$ cat src/logic/sync_serial_defs.svh
/*
  Offsets, field positions, reset values and divider counts of the
  serial port. Assumes a 10 MHz system clock and byte-wide registers.
*/
`ifndef SYNC_SERIAL_DEFS_SVH
`define SYNC_SERIAL_DEFS_SVH
`define OFS_STATUS 8'h00
`define OFS_CONTROL 8'h04
`define OFS_BUFFER 8'h08
`define OFS_SLAVE_ADDR 8'h0c
`define OFS_DIRECTION 8'h10
`define OFS_IRQ_FLAG 8'h14
`define STAT_SAMPLE_PHASE 7
`define STAT_CLOCK_EDGE 6
`define STAT_DATA_ADDR 5
`define STAT_STOP 4
`define STAT_START 3
`define STAT_READ_WRITE 2
`define STAT_ADDR_REFRESH 1
`define STAT_BUFFER_FULL 0
`define CTRL_COLLISION 7
`define CTRL_OVERFLOW 6
`define CTRL_ENABLE 5
`define CTRL_POLARITY 4
`define DIR_SERIAL_OUT 4
`define DIR_SERIAL_CLOCK 6
`define STATUS_RESET 8'h00
`define CONTROL_RESET 8'h00
`define DIRECTION_RESET 8'hff
`define MODE_MASTER_DIV4 4'h0
`define MODE_MASTER_DIV16 4'h1
`define MODE_MASTER_DIV64 4'h2
`define MODE_MASTER_TIMER 4'h3
`define MODE_SLAVE_SELECT 4'h4
`define MODE_SLAVE_FREE 4'h5
`define HALF_DIV4 6'h02
`define HALF_DIV16 6'h08
`define HALF_DIV64 6'h20
`define LAST_TICK 5'h10
`endif

$ cat src/logic/sync_serial_pkg.sv
/*
  Types of the serial port. Offsets and counts live in the defs header.
*/
package sync_serial_pkg;
  typedef enum logic {st_idle, st_run} xfer_state_t;
endpackage

$ cat src/logic/sync_serial_port_spi_status.sv
/*
  Serial port in SPI mode with its status and control registers, reached
  over a classic Wishbone slave. Assumes pin inputs are asynchronous, the
  two-wire event inputs and the timer pulse come from same-clock logic.
*/
// Summary of operation
// - Each transfer shifts eight bits out and eight in simultaneously.
// - Pins: serial out, serial in, serial clock, optional slave select.
// - Slave with select control: select high resets the transfer logic.
// - Select high forces serial-out direction bit to read back set.
// - Master samples at end of output time if phase 1, else middle.
// - Clock edge bit picks stable edge; idle-high polarity reverses it.
// - Data/address flag shows kind of last two-wire byte.
// - Stop flag set by stop; cleared by reset, disable, later start.
// - Start flag set by start; cleared by reset, disable, later stop.
// - Read/write flag holds matched address direction until start/stop/ack.
// - Ten-bit two-wire mode sets the address refresh flag.
// - Buffer full while a byte waits or two-wire transmit runs.
// - Buffer write during a transfer sets collision; software clears it.
// - Mode field selects master rate or slave select behaviour.
// - Enable hands clock and data pins to the port.
// - Clock polarity sets the idle clock level.
// - Slave byte arriving on a full buffer sets overflow and is lost.
`timescale 1ns/1ps
`default_nettype none
`include "sync_serial_defs.svh"
module sync_serial_port_spi_status (
  input wire logic clk_i,
  input wire logic rst_i,
  input wire logic wb_cyc_i,
  input wire logic wb_stb_i,
  input wire logic wb_we_i,
  input wire logic [7:0] wb_adr_i,
  input wire logic [3:0] wb_sel_i,
  input wire logic [31:0] wb_dat_i,
  output logic [31:0] wb_dat_o,
  output logic wb_ack_o,
  input wire logic sck_i,
  output logic sck_o,
  output logic sck_oe_o,
  input wire logic sdi_i,
  output logic sdo_o,
  output logic sdo_oe_o,
  input wire logic ss_n_i,
  input wire logic timer_pulse_i,
  input wire logic tw_start_i,
  input wire logic tw_stop_i,
  input wire logic tw_byte_i,
  input wire logic tw_byte_data_i,
  input wire logic tw_addr_match_i,
  input wire logic tw_rw_i,
  input wire logic tw_ack_i,
  input wire logic tw_addr_update_i,
  input wire logic tw_tx_busy_i
);
  ////////////////////////////////////////////////////////////////////////
  // Pin synchronisers
  logic sck_m, sck_s, sck_q, sdi_m, sdi_s, ssn_m, ssn_s;
  always_ff @(posedge clk_i) begin
    sck_m <= sck_i;
    sck_s <= sck_m;
    sck_q <= sck_s;
    sdi_m <= sdi_i;
    sdi_s <= sdi_m;
    ssn_m <= ss_n_i;
    ssn_s <= ssn_m;
  end

  ////////////////////////////////////////////////////////////////////////
  // State
  sync_serial_pkg::xfer_state_t state, next_state;
  logic [7:0] stat, next_stat, ctrl, next_ctrl, dir, next_dir;
  logic [7:0] buffer, next_buffer, sr, next_sr, slave_addr, next_slave_addr;
  logic [4:0] tick, next_tick;
  logic [3:0] nsamp, next_nsamp;
  logic [5:0] div, next_div;
  logic tog, next_tog, pif, next_pif, serial_out_pin, next_sdo;
  logic [31:0] next_dat;
  logic next_ack, next_sck, next_sck_oe, next_sdo_oe;
  logic acc, wr, rd, en, cke, input_sample_phase, master, slave, ss_hold, step;
  logic par, mid_e, end_e, samp, outp, done;
  logic [5:0] half;

  assign acc = wb_cyc_i && wb_stb_i && !wb_ack_o;
  assign wr = acc && wb_we_i && wb_sel_i[0];
  assign rd = acc && !wb_we_i;
  assign en = ctrl[`CTRL_ENABLE];
  assign cke = stat[`STAT_CLOCK_EDGE];
  assign input_sample_phase = stat[`STAT_SAMPLE_PHASE];
  assign master = ctrl[3:0] <= `MODE_MASTER_TIMER;
  assign slave = ctrl[3:0] == `MODE_SLAVE_SELECT || ctrl[3:0] == `MODE_SLAVE_FREE;
  assign ss_hold = en && ctrl[3:0] == `MODE_SLAVE_SELECT && ssn_s;

  always_comb begin
    case (ctrl[3:0])
      `MODE_MASTER_DIV16: half = `HALF_DIV16;
      `MODE_MASTER_DIV64: half = `HALF_DIV64;
      default: half = `HALF_DIV4;
    endcase
  end

  ////////////////////////////////////////////////////////////////////////
  // Shift engine and registers
  always_comb begin
    next_state = state;
    next_stat = stat;
    next_ctrl = ctrl;
    next_dir = dir;
    next_buffer = buffer;
    next_sr = sr;
    next_slave_addr = slave_addr;
    next_tick = tick;
    next_nsamp = nsamp;
    next_div = div;
    next_tog = tog;
    next_pif = pif;
    next_sdo = serial_out_pin;
    step = 1'b0;
    done = 1'b0;
    par = tick[0];
    mid_e = cke ? (!par && tick != `LAST_TICK) : par;
    end_e = cke ? par : (!par && tick != 5'h00);
    samp = 1'b0;
    outp = 1'b0;
    // Software writes first so hardware sets below win
    if (wr) begin
      case (wb_adr_i)
        `OFS_STATUS: next_stat[7:6] = wb_dat_i[7:6];
        `OFS_CONTROL: next_ctrl = wb_dat_i[7:0];
        `OFS_DIRECTION: next_dir = wb_dat_i[7:0];
        `OFS_IRQ_FLAG: next_pif = pif & wb_dat_i[0];
        `OFS_SLAVE_ADDR: begin
          next_slave_addr = wb_dat_i[7:0];
          next_stat[`STAT_ADDR_REFRESH] = 1'b0;
        end
        default: ;
      endcase
    end
    // Reading the buffer empties it
    if (rd && wb_adr_i == `OFS_BUFFER) next_stat[`STAT_BUFFER_FULL] = 1'b0;
    // Master steps on divider or timer pulse, slave on each pin clock edge
    if (master) begin
      if (state == sync_serial_pkg::st_run) begin
        if (ctrl[3:0] == `MODE_MASTER_TIMER) begin
          step = timer_pulse_i;
        end else if (div == half - 6'h01) begin
          step = 1'b1;
          next_div = 6'h00;
        end else begin
          next_div = div + 6'h01;
        end
      end
    end else begin
      step = slave && sck_s != sck_q;
    end
    // Disable or select high clears transfer
    if (!en || ss_hold) begin
      next_state = sync_serial_pkg::st_idle;
      next_tick = 5'h00;
      next_nsamp = 4'h0;
      next_tog = 1'b0;
      next_div = 6'h00;
    end else if (step) begin
      samp = input_sample_phase && master ? end_e : mid_e;
      outp = cke ? (par && tick < 5'h0f) : (!par && tick < 5'h0f);
      if (samp) begin
        next_sr = {sr[6:0], sdi_s};
        next_nsamp = nsamp + 4'h1;
      end
      if (outp) next_sdo = samp ? sr[6] : sr[7];
      if (master && tick < `LAST_TICK) next_tog = !tog;
      next_tick = tick + 5'h01;
      next_state = sync_serial_pkg::st_run;
      done = master ? tick == `LAST_TICK : samp && nsamp == 4'h7;
    end
    if (wr && wb_adr_i == `OFS_BUFFER) begin
      if (state == sync_serial_pkg::st_run) begin
        next_ctrl[`CTRL_COLLISION] = 1'b1;
      end else if (en) begin
        // Slave loads while deselected, ready before select falls
        next_sr = wb_dat_i[7:0];
        next_sdo = wb_dat_i[7];
        if (master) next_state = sync_serial_pkg::st_run;
      end
    end
    if (done) begin
      next_state = sync_serial_pkg::st_idle;
      next_tick = 5'h00;
      next_nsamp = 4'h0;
      next_tog = 1'b0;
      next_div = 6'h00;
      next_pif = 1'b1;
      // Slave byte lost on full buffer
      if (slave && stat[`STAT_BUFFER_FULL]) begin
        next_ctrl[`CTRL_OVERFLOW] = 1'b1;
      end else begin
        next_buffer = next_sr;
        next_stat[`STAT_BUFFER_FULL] = 1'b1;
      end
    end
    if (tw_byte_i) next_stat[`STAT_DATA_ADDR] = tw_byte_data_i;
    if (tw_start_i || tw_stop_i || tw_ack_i) next_stat[`STAT_READ_WRITE] = 1'b0;
    if (tw_addr_match_i) next_stat[`STAT_READ_WRITE] = tw_rw_i;
    if (tw_addr_update_i) next_stat[`STAT_ADDR_REFRESH] = 1'b1;
    if (tw_stop_i) begin
      next_stat[`STAT_STOP] = 1'b1;
      next_stat[`STAT_START] = 1'b0;
    end
    if (tw_start_i) begin
      next_stat[`STAT_START] = 1'b1;
      next_stat[`STAT_STOP] = 1'b0;
    end
    if (!next_ctrl[`CTRL_ENABLE]) next_stat[4:3] = 2'b00;
  end

  ////////////////////////////////////////////////////////////////////////
  // Bus answer and pins
  always_comb begin
    next_dat = 32'h0000_0000;
    case (wb_adr_i)
      `OFS_STATUS: next_dat[7:0] = stat | {7'h00, tw_tx_busy_i};
      `OFS_CONTROL: next_dat[7:0] = ctrl;
      `OFS_BUFFER: next_dat[7:0] = buffer;
      `OFS_SLAVE_ADDR: next_dat[7:0] = slave_addr;
      // Select high reads serial-out bit as set
      `OFS_DIRECTION: next_dat[7:0] = dir | {3'h0, ss_hold, 4'h0};
      `OFS_IRQ_FLAG: next_dat[7:0] = {7'h00, pif};
      default: next_dat = 32'h0000_0000;
    endcase
    next_ack = acc;
    next_sck = next_ctrl[`CTRL_POLARITY] ^ next_tog;
    // Pins belong to port only when enabled
    next_sck_oe = next_ctrl[`CTRL_ENABLE] && next_ctrl[3:0] <= `MODE_MASTER_TIMER
      && !next_dir[`DIR_SERIAL_CLOCK];
    next_sdo_oe = next_ctrl[`CTRL_ENABLE] && !next_dir[`DIR_SERIAL_OUT] && !ss_hold
      && next_ctrl[3:0] <= `MODE_SLAVE_FREE;
  end

  always_ff @(posedge clk_i) begin
    if (rst_i) begin
      state <= sync_serial_pkg::st_idle;
      stat <= `STATUS_RESET;
      ctrl <= `CONTROL_RESET;
      dir <= `DIRECTION_RESET;
      buffer <= 8'h00;
      sr <= 8'h00;
      slave_addr <= 8'h00;
      tick <= 5'h00;
      nsamp <= 4'h0;
      div <= 6'h00;
      tog <= 1'b0;
      pif <= 1'b0;
      serial_out_pin <= 1'b0;
      wb_dat_o <= 32'h0000_0000;
      wb_ack_o <= 1'b0;
      sck_o <= 1'b0;
      sck_oe_o <= 1'b0;
      sdo_o <= 1'b0;
      sdo_oe_o <= 1'b0;
    end else begin
      state <= next_state;
      stat <= next_stat;
      ctrl <= next_ctrl;
      dir <= next_dir;
      buffer <= next_buffer;
      sr <= next_sr;
      slave_addr <= next_slave_addr;
      tick <= next_tick;
      nsamp <= next_nsamp;
      div <= next_div;
      tog <= next_tog;
      pif <= next_pif;
      serial_out_pin <= next_sdo;
      wb_dat_o <= next_dat;
      wb_ack_o <= next_ack;
      sck_o <= next_sck;
      sck_oe_o <= next_sck_oe;
      sdo_o <= next_sdo;
      sdo_oe_o <= next_sdo_oe;
    end
  end
endmodule // sync_serial_port_spi_status
`default_nettype wire

$ cat config.mk
export PLATFORM = sky130hd
export DESIGN_NAME = sync_serial_port_spi_status
export DESIGN_NICKNAME = d
export VERILOG_FILES = /design/src/logic/sync_serial_pkg.sv /design/src/logic/sync_serial_port_spi_status.sv
export VERILOG_INCLUDE_DIRS = /design/src /design/src/logic
export SDC_FILE = /design/constraint.sdc
export NUM_CORES = 1
export LEC_CHECK = 0
export ABC_CLOCK_PERIOD_IN_PS = 3500
export BUFFER_PORTS_ARGS = -buffer_cell sky130_fd_sc_hd__buf_4
export CAP_MARGIN = 20
export CORE_MARGIN = 2
export CORE_UTILIZATION = 45
export CTS_BUF_LIST = sky130_fd_sc_hd__clkbuf_8
export DETAILED_ROUTE_END_ITERATION = 12
export PLACE_DENSITY = 0.66
export SYNTH_ARGS = -nofsm -noshare
export SYNTH_HDL_FRONTEND = slang
export SYNTH_SLANG_ARGS = --single-unit
$ cat constraint.sdc
create_clock -name clk_i -period 3.5 [get_ports clk_i]
set_input_delay 0.35 -clock clk_i [delete_from_list [all_inputs] [get_ports clk_i]]
set_output_delay 0.35 -clock clk_i [all_outputs]
set_load 0.05 [all_outputs]
# Word-level counts from Yosys, hierarchy flattened
# Index checks and enable logic that the tools add are counted.
[totals]
reg_bits = 110
inputBits = 62
output_inout_bits = 37
word_cells = 177
[op_classes]
addsub = 4
magnitude_cmp = 5
eq_ne = 15
muxes = 58
bitwise_logic = 7
reduce_logical = 55
[ops]
columns = ["cell", "count"]
rows = [
  ["two-way mux 8 bit", 8],
  ["one-hot mux 8 bit (6 select lines)", 1],
  ["two-way mux 1 bit", 45],
  ["logical AND 1 bit", 23],
  ["equality test 8 x 4 -> 1 bit (second input constant)", 2],
  ["equality test 8 x 5 -> 1 bit (second input constant)", 2],
  ["two-way mux 7 bit", 2],
  ["AND reduction 2 bit", 7],
  ["equality test 4 x 3 -> 1 bit (second input constant)", 3],
  ["one-hot mux 6 bit (2 select lines)", 1],
  ["nonzero test 2 bit", 6],
  ["equality test 4 x 2 -> 1 bit (second input constant)", 2],
  ["equality test 8 x 3 -> 1 bit (second input constant)", 1],
  ["<= comparator 4 x 2 -> 1 bit (second input constant)", 2],
  ["logical NOT 1 bit", 8],
  ["logical NOT 8 bit", 1],
  ["bitwise OR 8 x 1 -> 8 bit", 1],
  ["bitwise OR 8 x 5 -> 8 bit", 1],
  ["adder 6 x 1 -> 6 bit (second input constant)", 1],
  ["equality test 6 bit", 1],
  ["two-way mux 6 bit", 1],
  ["OR reduction 3 bit", 2],
  ["subtractor 6 x 1 -> 6 bit (second input constant)", 1],
  ["adder 5 x 1 -> 5 bit (second input constant)", 1],
  ["15 further kinds", 21],
]

# Depth between registers and ports, before layout
# Gate-level depths: netlist of run 1.
[logic_depth]
ltp_word = 14
depth_mapped = 9
ltp_nobuf = 8

# Least setup slack after synthesis of run 1
# OpenSTA, ideal clock, no wires.
[synth_path]
path_kind = "register -> register"
from = "register wb_ack_o"
to = "register sck_oe_o"
arrival_ps = 2199
t_required_ps = 3440
slack_ps = 1242
stages_incl_launch_ff = 7
n_path_buf = 1
period_less_slack_ps = 2258
cell_sequence = "dfxtp_1 > nand3b_1 > or2_2 > nor4_1 > buf_2 > mux2i_1 > and3_1"
[synth_via]
elab_chain_len = 8
word_cells_on_any_way = 10
cone_classes = "order compare: 1; mux: 2; reduce/logical: 7"
[synth_rtl]
columns = ["item", "line_no", "text"]
rows = [
  ["start, declared", "sync_serial_port_spi_status.sv:37", "output logic wb_ack_o,"],
  ["start signal, assigned", "sync_serial_port_spi_status.sv:275", "wb_ack_o <= next_ack;"],
  ["logical NOT 1 bit (*)", "sync_serial_port_spi_status.sv:84", "assign acc = wb_cyc_i && wb_stb_i && !wb_ack_o;"],
  ["logical AND 1 bit (*)", "sync_serial_port_spi_status.sv:84", ""],
  ["logical AND 1 bit (*) (2 in a row)", "sync_serial_port_spi_status.sv:85", "assign wr = acc && wb_we_i && wb_sel_i[0];"],
  ["two-way mux 8 bit", "sync_serial_port_spi_status.sv:126", "if (wr) begin"],
  ["<= comparator 4 x 2 -> 1 bit (no source line)", "--", ""],
  ["logical AND 1 bit (no source line)", "--", ""],
  ["logical AND 1 bit (*)", "sync_serial_port_spi_status.sv:233", "next_sck_oe = next_ctrl[`CTRL_ENABLE] && next_ctrl[3:0] <= `MODE_MASTER_TIMER"],
  ["end signal, assigned", "sync_serial_port_spi_status.sv:277", "sck_oe_o <= next_sck_oe;"],
  ["end, declared", "sync_serial_port_spi_status.sv:40", "output logic sck_oe_o,"],
]
# Mark *: on every way between the ends. The rest lies on a longest branch, timed or not.
# A chain may end at the register's enable or synchronous reset.

# Final worst setup path of run 1
[layout_path]
from = "register ctrl[3]"
to = "register tick[0]"
[layout_via]
elab_chain_len = 11
word_cells_on_any_way = 25
cone_classes = "add/sub: 1; order compare: 1; eq/ne: 6; mux: 9; reduce/logical: 8"
[layout_rtl]
columns = ["item", "line_no", "text"]
rows = [
  ["start, declared", "sync_serial_port_spi_status.sv:72", "logic [7:0] stat, next_stat, ctrl, next_ctrl, dir, next_dir;"],
  ["start signal, assigned", "sync_serial_port_spi_status.sv:243", "ctrl <= `CONTROL_RESET;"],
  ["start signal, assigned", "sync_serial_port_spi_status.sv:263", "ctrl <= next_ctrl;"],
  ["equality test 4 x 2 -> 1 bit or equality test 4 x 1 -> 1 bit (tied branches)", "sync_serial_port_spi_status.sv:95", "case (ctrl[3:0])"],
  ["one-hot mux 6 bit (2 select lines)", "sync_serial_port_spi_status.sv:95", ""],
  ["subtractor 6 x 1 -> 6 bit", "sync_serial_port_spi_status.sv:146", "end else if (div == half - 6'h01) begin"],
  ["equality test 6 bit", "sync_serial_port_spi_status.sv:146", ""],
  ["two-way mux 1 bit", "sync_serial_port_spi_status.sv:146", ""],
  ["two-way mux 1 bit", "sync_serial_port_spi_status.sv:144", "if (ctrl[3:0] == `MODE_MASTER_TIMER) begin"],
  ["two-way mux 1 bit", "sync_serial_port_spi_status.sv:143", "if (state == sync_serial_pkg::st_run) begin"],
  ["two-way mux 1 bit", "sync_serial_port_spi_status.sv:142", "if (master) begin"],
  ["two-way mux 1 bit", "sync_serial_port_spi_status.sv:163", "end else if (step) begin"],
  ["two-way mux 1 bit", "sync_serial_port_spi_status.sv:157", "if (!en || ss_hold) begin"],
  ["OR reduction 3 bit (no source line)", "--", ""],
  ["end signal, assigned", "sync_serial_port_spi_status.sv:268", "tick <= next_tick;"],
  ["end, declared", "sync_serial_port_spi_status.sv:74", "logic [4:0] tick, next_tick;"],
]
# Parallel ways exist; a longest one is shown, timed or not.

==> summary.txt, run 1 <==
Critical path
  – Critical path capture point type: flop
  – Crit path DAT: ~3.0 ns
  – Sort of element at the start of the critical path: flop
  – Cells on worst reg2reg path: 7
  – Startpoint-to-endpoint class of the critical path: flop to flop
  – Maximum net fanout on the critical path: 11
  – Worst endpoint required time: 3.76 ns

Synth
  – Average cell area after synthesis: 8.98 sq um
  – Fraction of registers with async set/reset: 0%
  – Post-synthesis adder-cell area fraction: 1.14%
  – Parity-gate share of the synthesized area counting xor and xnor cells: 3.00%
  – Flop and latch count out of synthesis: 86
  – Cell count after synthesis: 488
  – Mux share of post-synthesis cell area: under 10%
  – Dominant combinational cell family by area after synthesis: simple AND/OR/NAND/NOR gates
  – Number of enable-type register cells in the synthesized netlist: 0
  – Synthesized-area fraction occupied by ao, oa, aoi and oai cells: 18.8%
  – Number of distinct standard cells referenced by the synthesized netlist: 62
  – Commonest register cell after synthesis: sky130_fd_sc_hd__dfxtp_1
  – Post-synthesis cell area: 0.00438 sq mm
  – Total of warnings raised by yosys: 0
  – Share of synthesized cell area in and, or, nand and nor gates: 20.8%
  – Sequential element share of the synthesized area: about 40%

Timing
  – FMAX: 0.362 GHz
  – RSZ-0062 raised after global routing: false
  – Count of pins over their slew limit: 0
  – Worst clock skew: 0.0133 ns
  – Final critical-path required period: 2.76 ns
  – Setup Total Neg Slack: 0 ns
  – Period utilisation layout: 78.8%
  – Final setup violation count: 0
  – Slew of the pin with the lowest slew margin: 0.794 ns
  – Number of hold violations in the final report: 0
  – Rel. slew slack: 46.7%
  – Worst hold margin: 0.0872 ns

Clock network
  – Clock tree from TritonCTS: built
  – Library cell used as clock root buffer: sky130_fd_sc_hd__clkbuf_8
  – Hold buffers post-CTS: 0
  – Latest clock arrival within the worst-skew pair: 0.36 ns
  – Count of instances resized after the clock tree is built: 0
  – Max Root-Sink Buffers: 2
  – Buffers inserted during post-CTS setup optimization: 0
  – Number of buffers inserted during clock tree synthesis: 9
  – Clock transition at the registers of the reported paths: 0.09 ns
  – Clock H-tree levels: 3
  – Number of clock sinks: 86

GRT
  – Most heavily used metal layer in global routing: met2
  – All-layer global routing usage: 20.9%
  – Met1 Usage GRT: 29.8%
  – GR Util met3: a little under 4%
  – Vias in the first global route: 3335
  – Initial antenna violation count: 0
  – Fraction of met2 tracks used by global routing: 32.5%
  – GRT Residual Overflow: 0
  – Largest net degree at the start of global routing: 57
  – Wire length of the first global-routing pass: between 15000 and 20000 um

Routing
  – Mean routed wirelength per cell: between 15 and 20 um
  – Violation count after the first detailed-route iteration: 273
  – Final Routed Wirelength: 10700 um
  – Final ANT Viol Nets: 0
  – # DRC: 0
  – Drt pass-1 iters: 5
  – Number of vias per cell after detailed routing: 5.52
  – Via Count: 3663

Placement
  – Port Buffer Count: 47
  – Instance area after placement: 0.00475 sq mm
  – Half-perimeter wire length after placement: about 7600 um
  – Number of placed instances with taps included: ~650
  – GP Congestion: 0.868

Die
  – X dimension of the die: 103 um
  – Initial Util: 45.7%
  – Total Die Area: between 0.01 and 0.015 sq mm
  – Floorplan row count: 36
  – Height of the die: 103 um
  – Ports placed on the boundary: 99
  – Standard cell core area: 0.00959 sq mm

Power
  – Power density normalized to cell area: 383 mW/mm^2
  – Peak supply drop: 0.202 mV
  – Post-layout total power: 1.90 mW
  – Lkg Pwr: approximately 1.9 nW

Final layout
  – Number of standard cells in the layout, taps in and fillers out: 664
  – Area of all sequential standard cells: 0.00172 sq mm
  – Number of nets in the layout: 592
  – Non-Filler Cell Area, Final: 0.00496 sq mm
  – Filler cell count: 927
  – Number of diodes: 0
  – Synth-to-layout area growth: 13.3%
  – Share of cells above drive strength 1: ~20%
  – Area of the multi-input gates: 0.00241 sq mm

Outcome
  – Run status: completed

Hold path
  – Class of the worst hold path: input pin to flop
  – Worst Hold Path Cells: 1

Job
  – MaxCap Viol Count: 0
==> registers in the layout (all words and copies together), names as in the netlist, 4 cells and up <==
register and flops:
ctrl 8, sr 8, slave_addr 8, stat 8, tick 5, dir 8
buffer 8, nsamp 4, div 6, wb_dat_o 8
==> final cells by class <==
cell class | instances | area share, %
well taps | 133 | 3.35
repair buffers | 55 | 8.32
flip-flops and latches | 86 | 34.7
inverters | 8 | 0.605
multi-input cells | 366 | 48.7
clock inverters | 7 | 1.84
clock buffers | 9 | 2.50
==> per-layer routing <==
metal	vias to the layer above	routed length (um)
met5	-	0
met3	14	601
li1	1785	-
met1	1742	5020
met4	0	179
met2	122	4910
==> cells by family (layout without fill, tap and decap cells) <==
| group | count (synthesis) | count (layout) |
|---|---|---|
| buf+inv | 59 | 79 |
| fa+ha+maj | 4 | 4 |
| compound gates | 114 | 114 |
| mux | 33 | 33 |
| other cells | 1 | 24 |
| flops | 86 | 86 |
| simple gates | 176 | 176 |
| xor+xnor | 15 | 15 |
==> power breakdown <==
group,internal (mW),switching (mW),total [mW],leakage [nW]
Sequential,0.985,0.00395,0.989,0.696
Combinational,0.0402,0.109,0.149,1.05
Clock,0.398,0.362,0.760,0.108
Total,1.42,0.475,1.90,1.85
==> cells in the final DEF, fill, tap and decap left out, types with 6 or more instances in the layout <==
| master | Yosys | final |
|---|---|---|
| sky130_fd_sc_hd__dfxtp_1 | 86 | 86 |
| sky130_fd_sc_hd__buf_4 | 26 | 55 |
| sky130_fd_sc_hd__nor2_1 | 52 | 52 |
| sky130_fd_sc_hd__a21oi_1 | 40 | 40 |
| sky130_fd_sc_hd__nand2_1 | 39 | 39 |
| sky130_fd_sc_hd__conb_1 | 1 | 24 |
| sky130_fd_sc_hd__mux2i_1 | 22 | 22 |
| sky130_fd_sc_hd__nand3_1 | 15 | 15 |
| sky130_fd_sc_hd__a32oi_1 | 12 | 12 |
| sky130_fd_sc_hd__nor2b_1 | 11 | 11 |
| sky130_fd_sc_hd__nor3_1 | 11 | 11 |
| sky130_fd_sc_hd__inv_1 | 8 | 10 |
| sky130_fd_sc_hd__o21ai_0 | 10 | 10 |
| sky130_fd_sc_hd__clkbuf_8 | 0 | 9 |
| sky130_fd_sc_hd__xor2_1 | 8 | 8 |
| sky130_fd_sc_hd__a22oi_1 | 7 | 7 |
| sky130_fd_sc_hd__xnor2_1 | 7 | 7 |
| sky130_fd_sc_hd__nand2b_1 | 6 | 6 |
| sky130_fd_sc_hd__a211o_1 | 6 | 6 |
| sky130_fd_sc_hd__a211oi_2 | 6 | 6 |
| sky130_fd_sc_hd__mux2_4 | 6 | 6 |
==> cell usage after synthesis (3+ instances only) <==
master                     count  area, sq um
sky130_fd_sc_hd__dfxtp_1      86         1720
sky130_fd_sc_hd__nor2_1       52          195
sky130_fd_sc_hd__a21oi_1      40          200
sky130_fd_sc_hd__nand2_1      39          146
sky130_fd_sc_hd__buf_4        26          195
sky130_fd_sc_hd__mux2i_1      22          220
sky130_fd_sc_hd__clkbuf_1     16         60.1
sky130_fd_sc_hd__nand3_1      15         75.1
sky130_fd_sc_hd__a32oi_1      12          105
sky130_fd_sc_hd__nor2b_1      11         68.8
sky130_fd_sc_hd__nor3_1       11         55.1
sky130_fd_sc_hd__o21ai_0      10         50.1
sky130_fd_sc_hd__buf_2         8         40.0
sky130_fd_sc_hd__inv_1         8         30.0
sky130_fd_sc_hd__xor2_1        8         70.1
sky130_fd_sc_hd__a22oi_1       7         52.6
sky130_fd_sc_hd__xnor2_1       7         61.3
sky130_fd_sc_hd__a211o_1       6         52.6
sky130_fd_sc_hd__a211oi_2      6         75.1
sky130_fd_sc_hd__mux2_4        6         90.1
sky130_fd_sc_hd__nand2b_1      6         37.5
sky130_fd_sc_hd__a211oi_1      5         37.5
sky130_fd_sc_hd__and3_1        5         31.3
sky130_fd_sc_hd__nor4_1        5         31.3
sky130_fd_sc_hd__and2_1        4         25.0
sky130_fd_sc_hd__ha_1          4         50.1
sky130_fd_sc_hd__or2_2         4         25.0
sky130_fd_sc_hd__mux4_2        3         67.6
sky130_fd_sc_hd__nand4_1       3         18.8
sky130_fd_sc_hd__nand4b_1      3         26.3
sky130_fd_sc_hd__nor3b_2       3         37.5
sky130_fd_sc_hd__o21a_1        3         22.5
sky130_fd_sc_hd__o22ai_1       3         18.8
sky130_fd_sc_hd__o31ai_1       3         22.5
sky130_fd_sc_hd__or3b_2        3         26.3
==> worst max-delay path, stage by stage (launching register included) <==
cell                      delay [ns]
sky130_fd_sc_hd__dfxtp_1        0.61
sky130_fd_sc_hd__nor2_1         0.23
sky130_fd_sc_hd__or4_1          0.54
sky130_fd_sc_hd__nor3_1         0.28
sky130_fd_sc_hd__nor2_1         0.10
sky130_fd_sc_hd__o21ai_0        0.57
sky130_fd_sc_hd__buf_4          0.27
sky130_fd_sc_hd__nor2_1         0.05
==> path summary, 6_finish.rpt <==
| kind | startpoint | to | slack [ns] |
|---|---|---|---|
| max reg2reg | ctrl[3] | tick[0] | 0.74 |
| max | ctrl[3] | tick[0] | 0.74 |
| min reg2reg | sdi_m | sdi_s | 0.33 |
| min | sck_i | sck_m | 0.09 |
==> through the flow <==
step,worst slack (ns),utilization (%)
CTS,0.733,51.7
detailed placement,0.721,49.5
global placement,0.546,49.4
global route,0.499,51.7
floorplan,1.24,-
finish,0.741,51.7
No activity file was read; power rests on OpenSTA's default activity.
==> run 2: changes to the inputs <==
--- a/config.mk
+++ b/config.mk
@@ -6,7 +6,7 @@
 export SDC_FILE = /design/constraint.sdc
 export NUM_CORES = 1
 export LEC_CHECK = 0
-export ABC_CLOCK_PERIOD_IN_PS = 3500
+export ABC_CLOCK_PERIOD_IN_PS = 2800
 export BUFFER_PORTS_ARGS = -buffer_cell sky130_fd_sc_hd__buf_4
 export CAP_MARGIN = 20
 export CORE_MARGIN = 2
==> constraint.sdc (replaced) <==
create_clock -name clk_i -period 2.8 [get_ports clk_i]
set_input_delay 0.28 -clock clk_i [delete_from_list [all_inputs] [get_ports clk_i]]
set_output_delay 0.28 -clock clk_i [all_outputs]
set_load 0.05 [all_outputs]
==> run 2 against run 1 <==
Against the previous run: non-clock buffer count up 16; critical path depth shrank 1; largest power group unchanged; clock skew is 0.0047 ns higher; maximum frequency is 6.7% higher.
==> summary.txt, run 2 (synthesis gave the netlist of run 1 again) <==
Timing
  – Final setup violation count: 0 (unchanged)
  – Period utilisation layout: 92.3% (+13 points)
  – RSZ-0062 raised after global routing: false
  – Slew of the pin with the lowest slew margin: 0.640 ns (-0.154 ns)
  – Count of pins over their slew limit: 0 (unchanged)
  – Final critical-path required period: 2.58 ns (-0.174 ns)
  – Worst-case setup margin in the final layout: 0.215 ns (-0.526 ns)
  – Worst hold margin: 0.0188 ns (-0.0684 ns)
  – Rel. slew slack: 57.3% (+11 points)
  – FMAX: 0.387 GHz (+6.7%)
  – Setup Total Neg Slack: 0 ns (unchanged)
  – Number of hold violations in the final report: 0 (unchanged)
  – Worst clock skew: 0.0180 ns (+0.00469 ns)

Hold path
  – Worst Hold Path Cells: 1 (unchanged)
  – Worst Hold Launch: ss_n_i
  – Class of the worst hold path: input pin to flop
  – Worst Hold Path EP: ssn_m

Placement
  – Port Buffer Count: 47 (unchanged)
  – GP Congestion: 0.860 (-0.88%)
  – Instance area after placement: 0.00485 sq mm (+2.2%)
  – Place WS: 0.237 ns (-0.484 ns)
  – Half-perimeter wire length after placement: 7740 um (+2.5%)

Clock network
  – Clock transition at the registers of the reported paths: 0.09 ns (about the same)
  – Number of buffers inserted during clock tree synthesis: 9 (unchanged)
  – Clock tree from TritonCTS: built
  – Number of clock sinks: 86 (unchanged)
  – Max Root-Sink Buffers: 2 (unchanged)
  – Library cell used as clock root buffer: sky130_fd_sc_hd__clkbuf_8
  – Latest clock arrival within the worst-skew pair: 0.37 ns (about the same)
  – Buffers inserted during post-CTS setup optimization: 0 (unchanged)
  – Clock H-tree levels: 3 (unchanged)

Die
  – Initial Util: 45.7% (unchanged)
  – Height of the die: 103 um (unchanged)
  – Floorplan row count: 36 (unchanged)
  – Total Die Area: 0.0105 sq mm (unchanged)
  – Standard cell core area: 0.00959 sq mm (unchanged)
  – X dimension of the die: 103 um (unchanged)
  – Ports placed on the boundary: 99 (unchanged)

Routing
  – Via Count: 3701 (+1.0%)
  – Number of vias per cell after detailed routing: 5.44 (-1.3%)
  – Final Routed Wirelength: 10700 um (about the same)
  – Mean routed wirelength per cell: 15.8 um (-2.3%)
  – Final ANT Viol Nets: 0 (unchanged)
  – Drt pass-1 iters: 5 (unchanged)
  – # DRC: 0 (unchanged)
  – Violation count after the first detailed-route iteration: 319 (+17%)

Critical path
  – Crit path DAT: 2.86 ns (-0.16 ns)
  – R2r startpoint: ctrl[3]
  – Worst endpoint required time: 3.08 ns (-0.68 ns)
  – R2R Setup Slk: 0.22 ns (-0.53 ns)
  – Startpoint-to-endpoint class of the critical path: flop to flop
  – Sort of element at the start of the critical path: flop
  – Critical path capture point type: flop
  – Worst R2R End: buffer[7]
  – Maximum net fanout on the critical path: 11 (unchanged)
  – Cells on worst reg2reg path: 6 (-1)

Final layout
  – Filler cell count: 897 (-3.2%)
  – Most common cell after layout, fill and taps aside: sky130_fd_sc_hd__dfxtp_1
  – Share of cells above drive strength 1: 21.9% (+2.4 points)
  – Non-Filler Cell Area, Final: 0.00506 sq mm (+1.9%)
  – Synth-to-layout area growth: 15.5%
  – Leading cell types in the layout, fill and taps excluded: sky130_fd_sc_hd__dfxtp_1 (86), sky130_fd_sc_hd__buf_4 (69), sky130_fd_sc_hd__nor2_1 (52)
  – Number of diodes: 0 (unchanged)
  – Fin util: 52.7% (+1.0 points)
  – Number of nets in the layout: 608 (+2.7%)

Power
  – Internal power consumption: 1.63 mW (+14%)
  – Switching part of the total: 28.4% (+3.4 points)
  – Power density normalized to cell area: 449 mW/mm^2 (+17%)
  – Clock power share: 37.2% (-2.8 points)
  – Portion of total power attributed to sequential cells: 54.4% (+2.3 points)
  – Switching pwr: 646 uW (+36%)
  – Peak supply drop: 0.236 mV (+17%)
  – Lkg Pwr: 1.91 nW (+3.0%)
  – Part of the power in combinational logic: 8.3% (+0.5 points)

GRT
  – Vias in the first global route: 3326 (-0.27%)
  – All-layer global routing usage: 21.1% (+0.15 points)
  – Initial antenna violation count: 0 (unchanged)
  – Largest net degree at the start of global routing: 57 (unchanged)
  – GRT Residual Overflow: 0 (unchanged)
  – Wire length of the first global-routing pass: 16800 um (-1.9%)

Job
  – MaxCap Viol Count: 0 (unchanged)

Outcome
  – Run status: completed
## run 2: worst max-delay path, stage by stage, from the launching register on
cell,delay (ns)
sky130_fd_sc_hd__dfxtp_1,0.47
sky130_fd_sc_hd__or3b_2,0.58
sky130_fd_sc_hd__o21ai_2,0.32
sky130_fd_sc_hd__nor2_1,0.18
sky130_fd_sc_hd__o21bai_4,0.36
sky130_fd_sc_hd__mux2_4,0.35
sky130_fd_sc_hd__a311oi_2,0.23
## run 2: metal layers
layer	track usage (%)	part of all wire (%)	up-vias
met5	0	0	-
met4	8.21	1.7	0
met3	2.64	5.2	14
met2	32.0	45	117
met1	30.5	48	1750
li1	-	-	1820
## run 2: worst max-delay path by stage
stage           startpoint        end  depth (start not counted)
2_1_floorplan     wb_ack_o   sck_oe_o                          6
3_3_place_gp   wb_adr_i[1]  buffer[1]                          7
3_5_place_dp   wb_adr_i[1]  buffer[3]                          7
4_1_cts            ctrl[3]  buffer[7]                          6
5_1_grt            ctrl[3]  buffer[7]                          6
6_report           ctrl[3]  buffer[7]                          6
## run 2: area by class of cell
type	count	area, sq um	share of cell area (%)
clock inverter	7	62.6	1.24
sequential	86	1720	34.0
clock buffer	9	124	2.45
inverter	8	30.0	0.594
timing repair buffer	71	538	10.6
tap	133	166	3.29
multi-input combinational	366	2410	47.7
## run 2: power by group through the flow
stage | combinational, mW | sequential [mW] | clock, mW
finish | 0.189 | 1.24 | 0.846
global route | 0.200 | 1.24 | 0.900
CTS | 0.186 | 1.24 | 0.855
detailed placement | 0.185 | 1.27 | 0
global placement | 0.184 | 1.27 | 0
floorplan | 0.144 | 1.27 | 0
## run 2: through the flow
| stage | total power [mW] | instances |
|---|---|---|
| 2_1_floorplan | 1.41 | 511 |
| 3_3_place_gp | 1.45 | 662 |
| 3_5_place_dp | 1.45 | 662 |
| 4_1_cts | 2.28 | 678 |
| 5_1_grt | 2.34 | 680 |
| 6_report | 2.27 | 680 |
## run 2: repair_timing
action / 4_1_cts / 5_1_grt
hold buffers: 0 / 2
endpoints found under the hold margin: 0 / 2
resized for setup: 0 / 0
setup endpoints to repair: 0 / 0
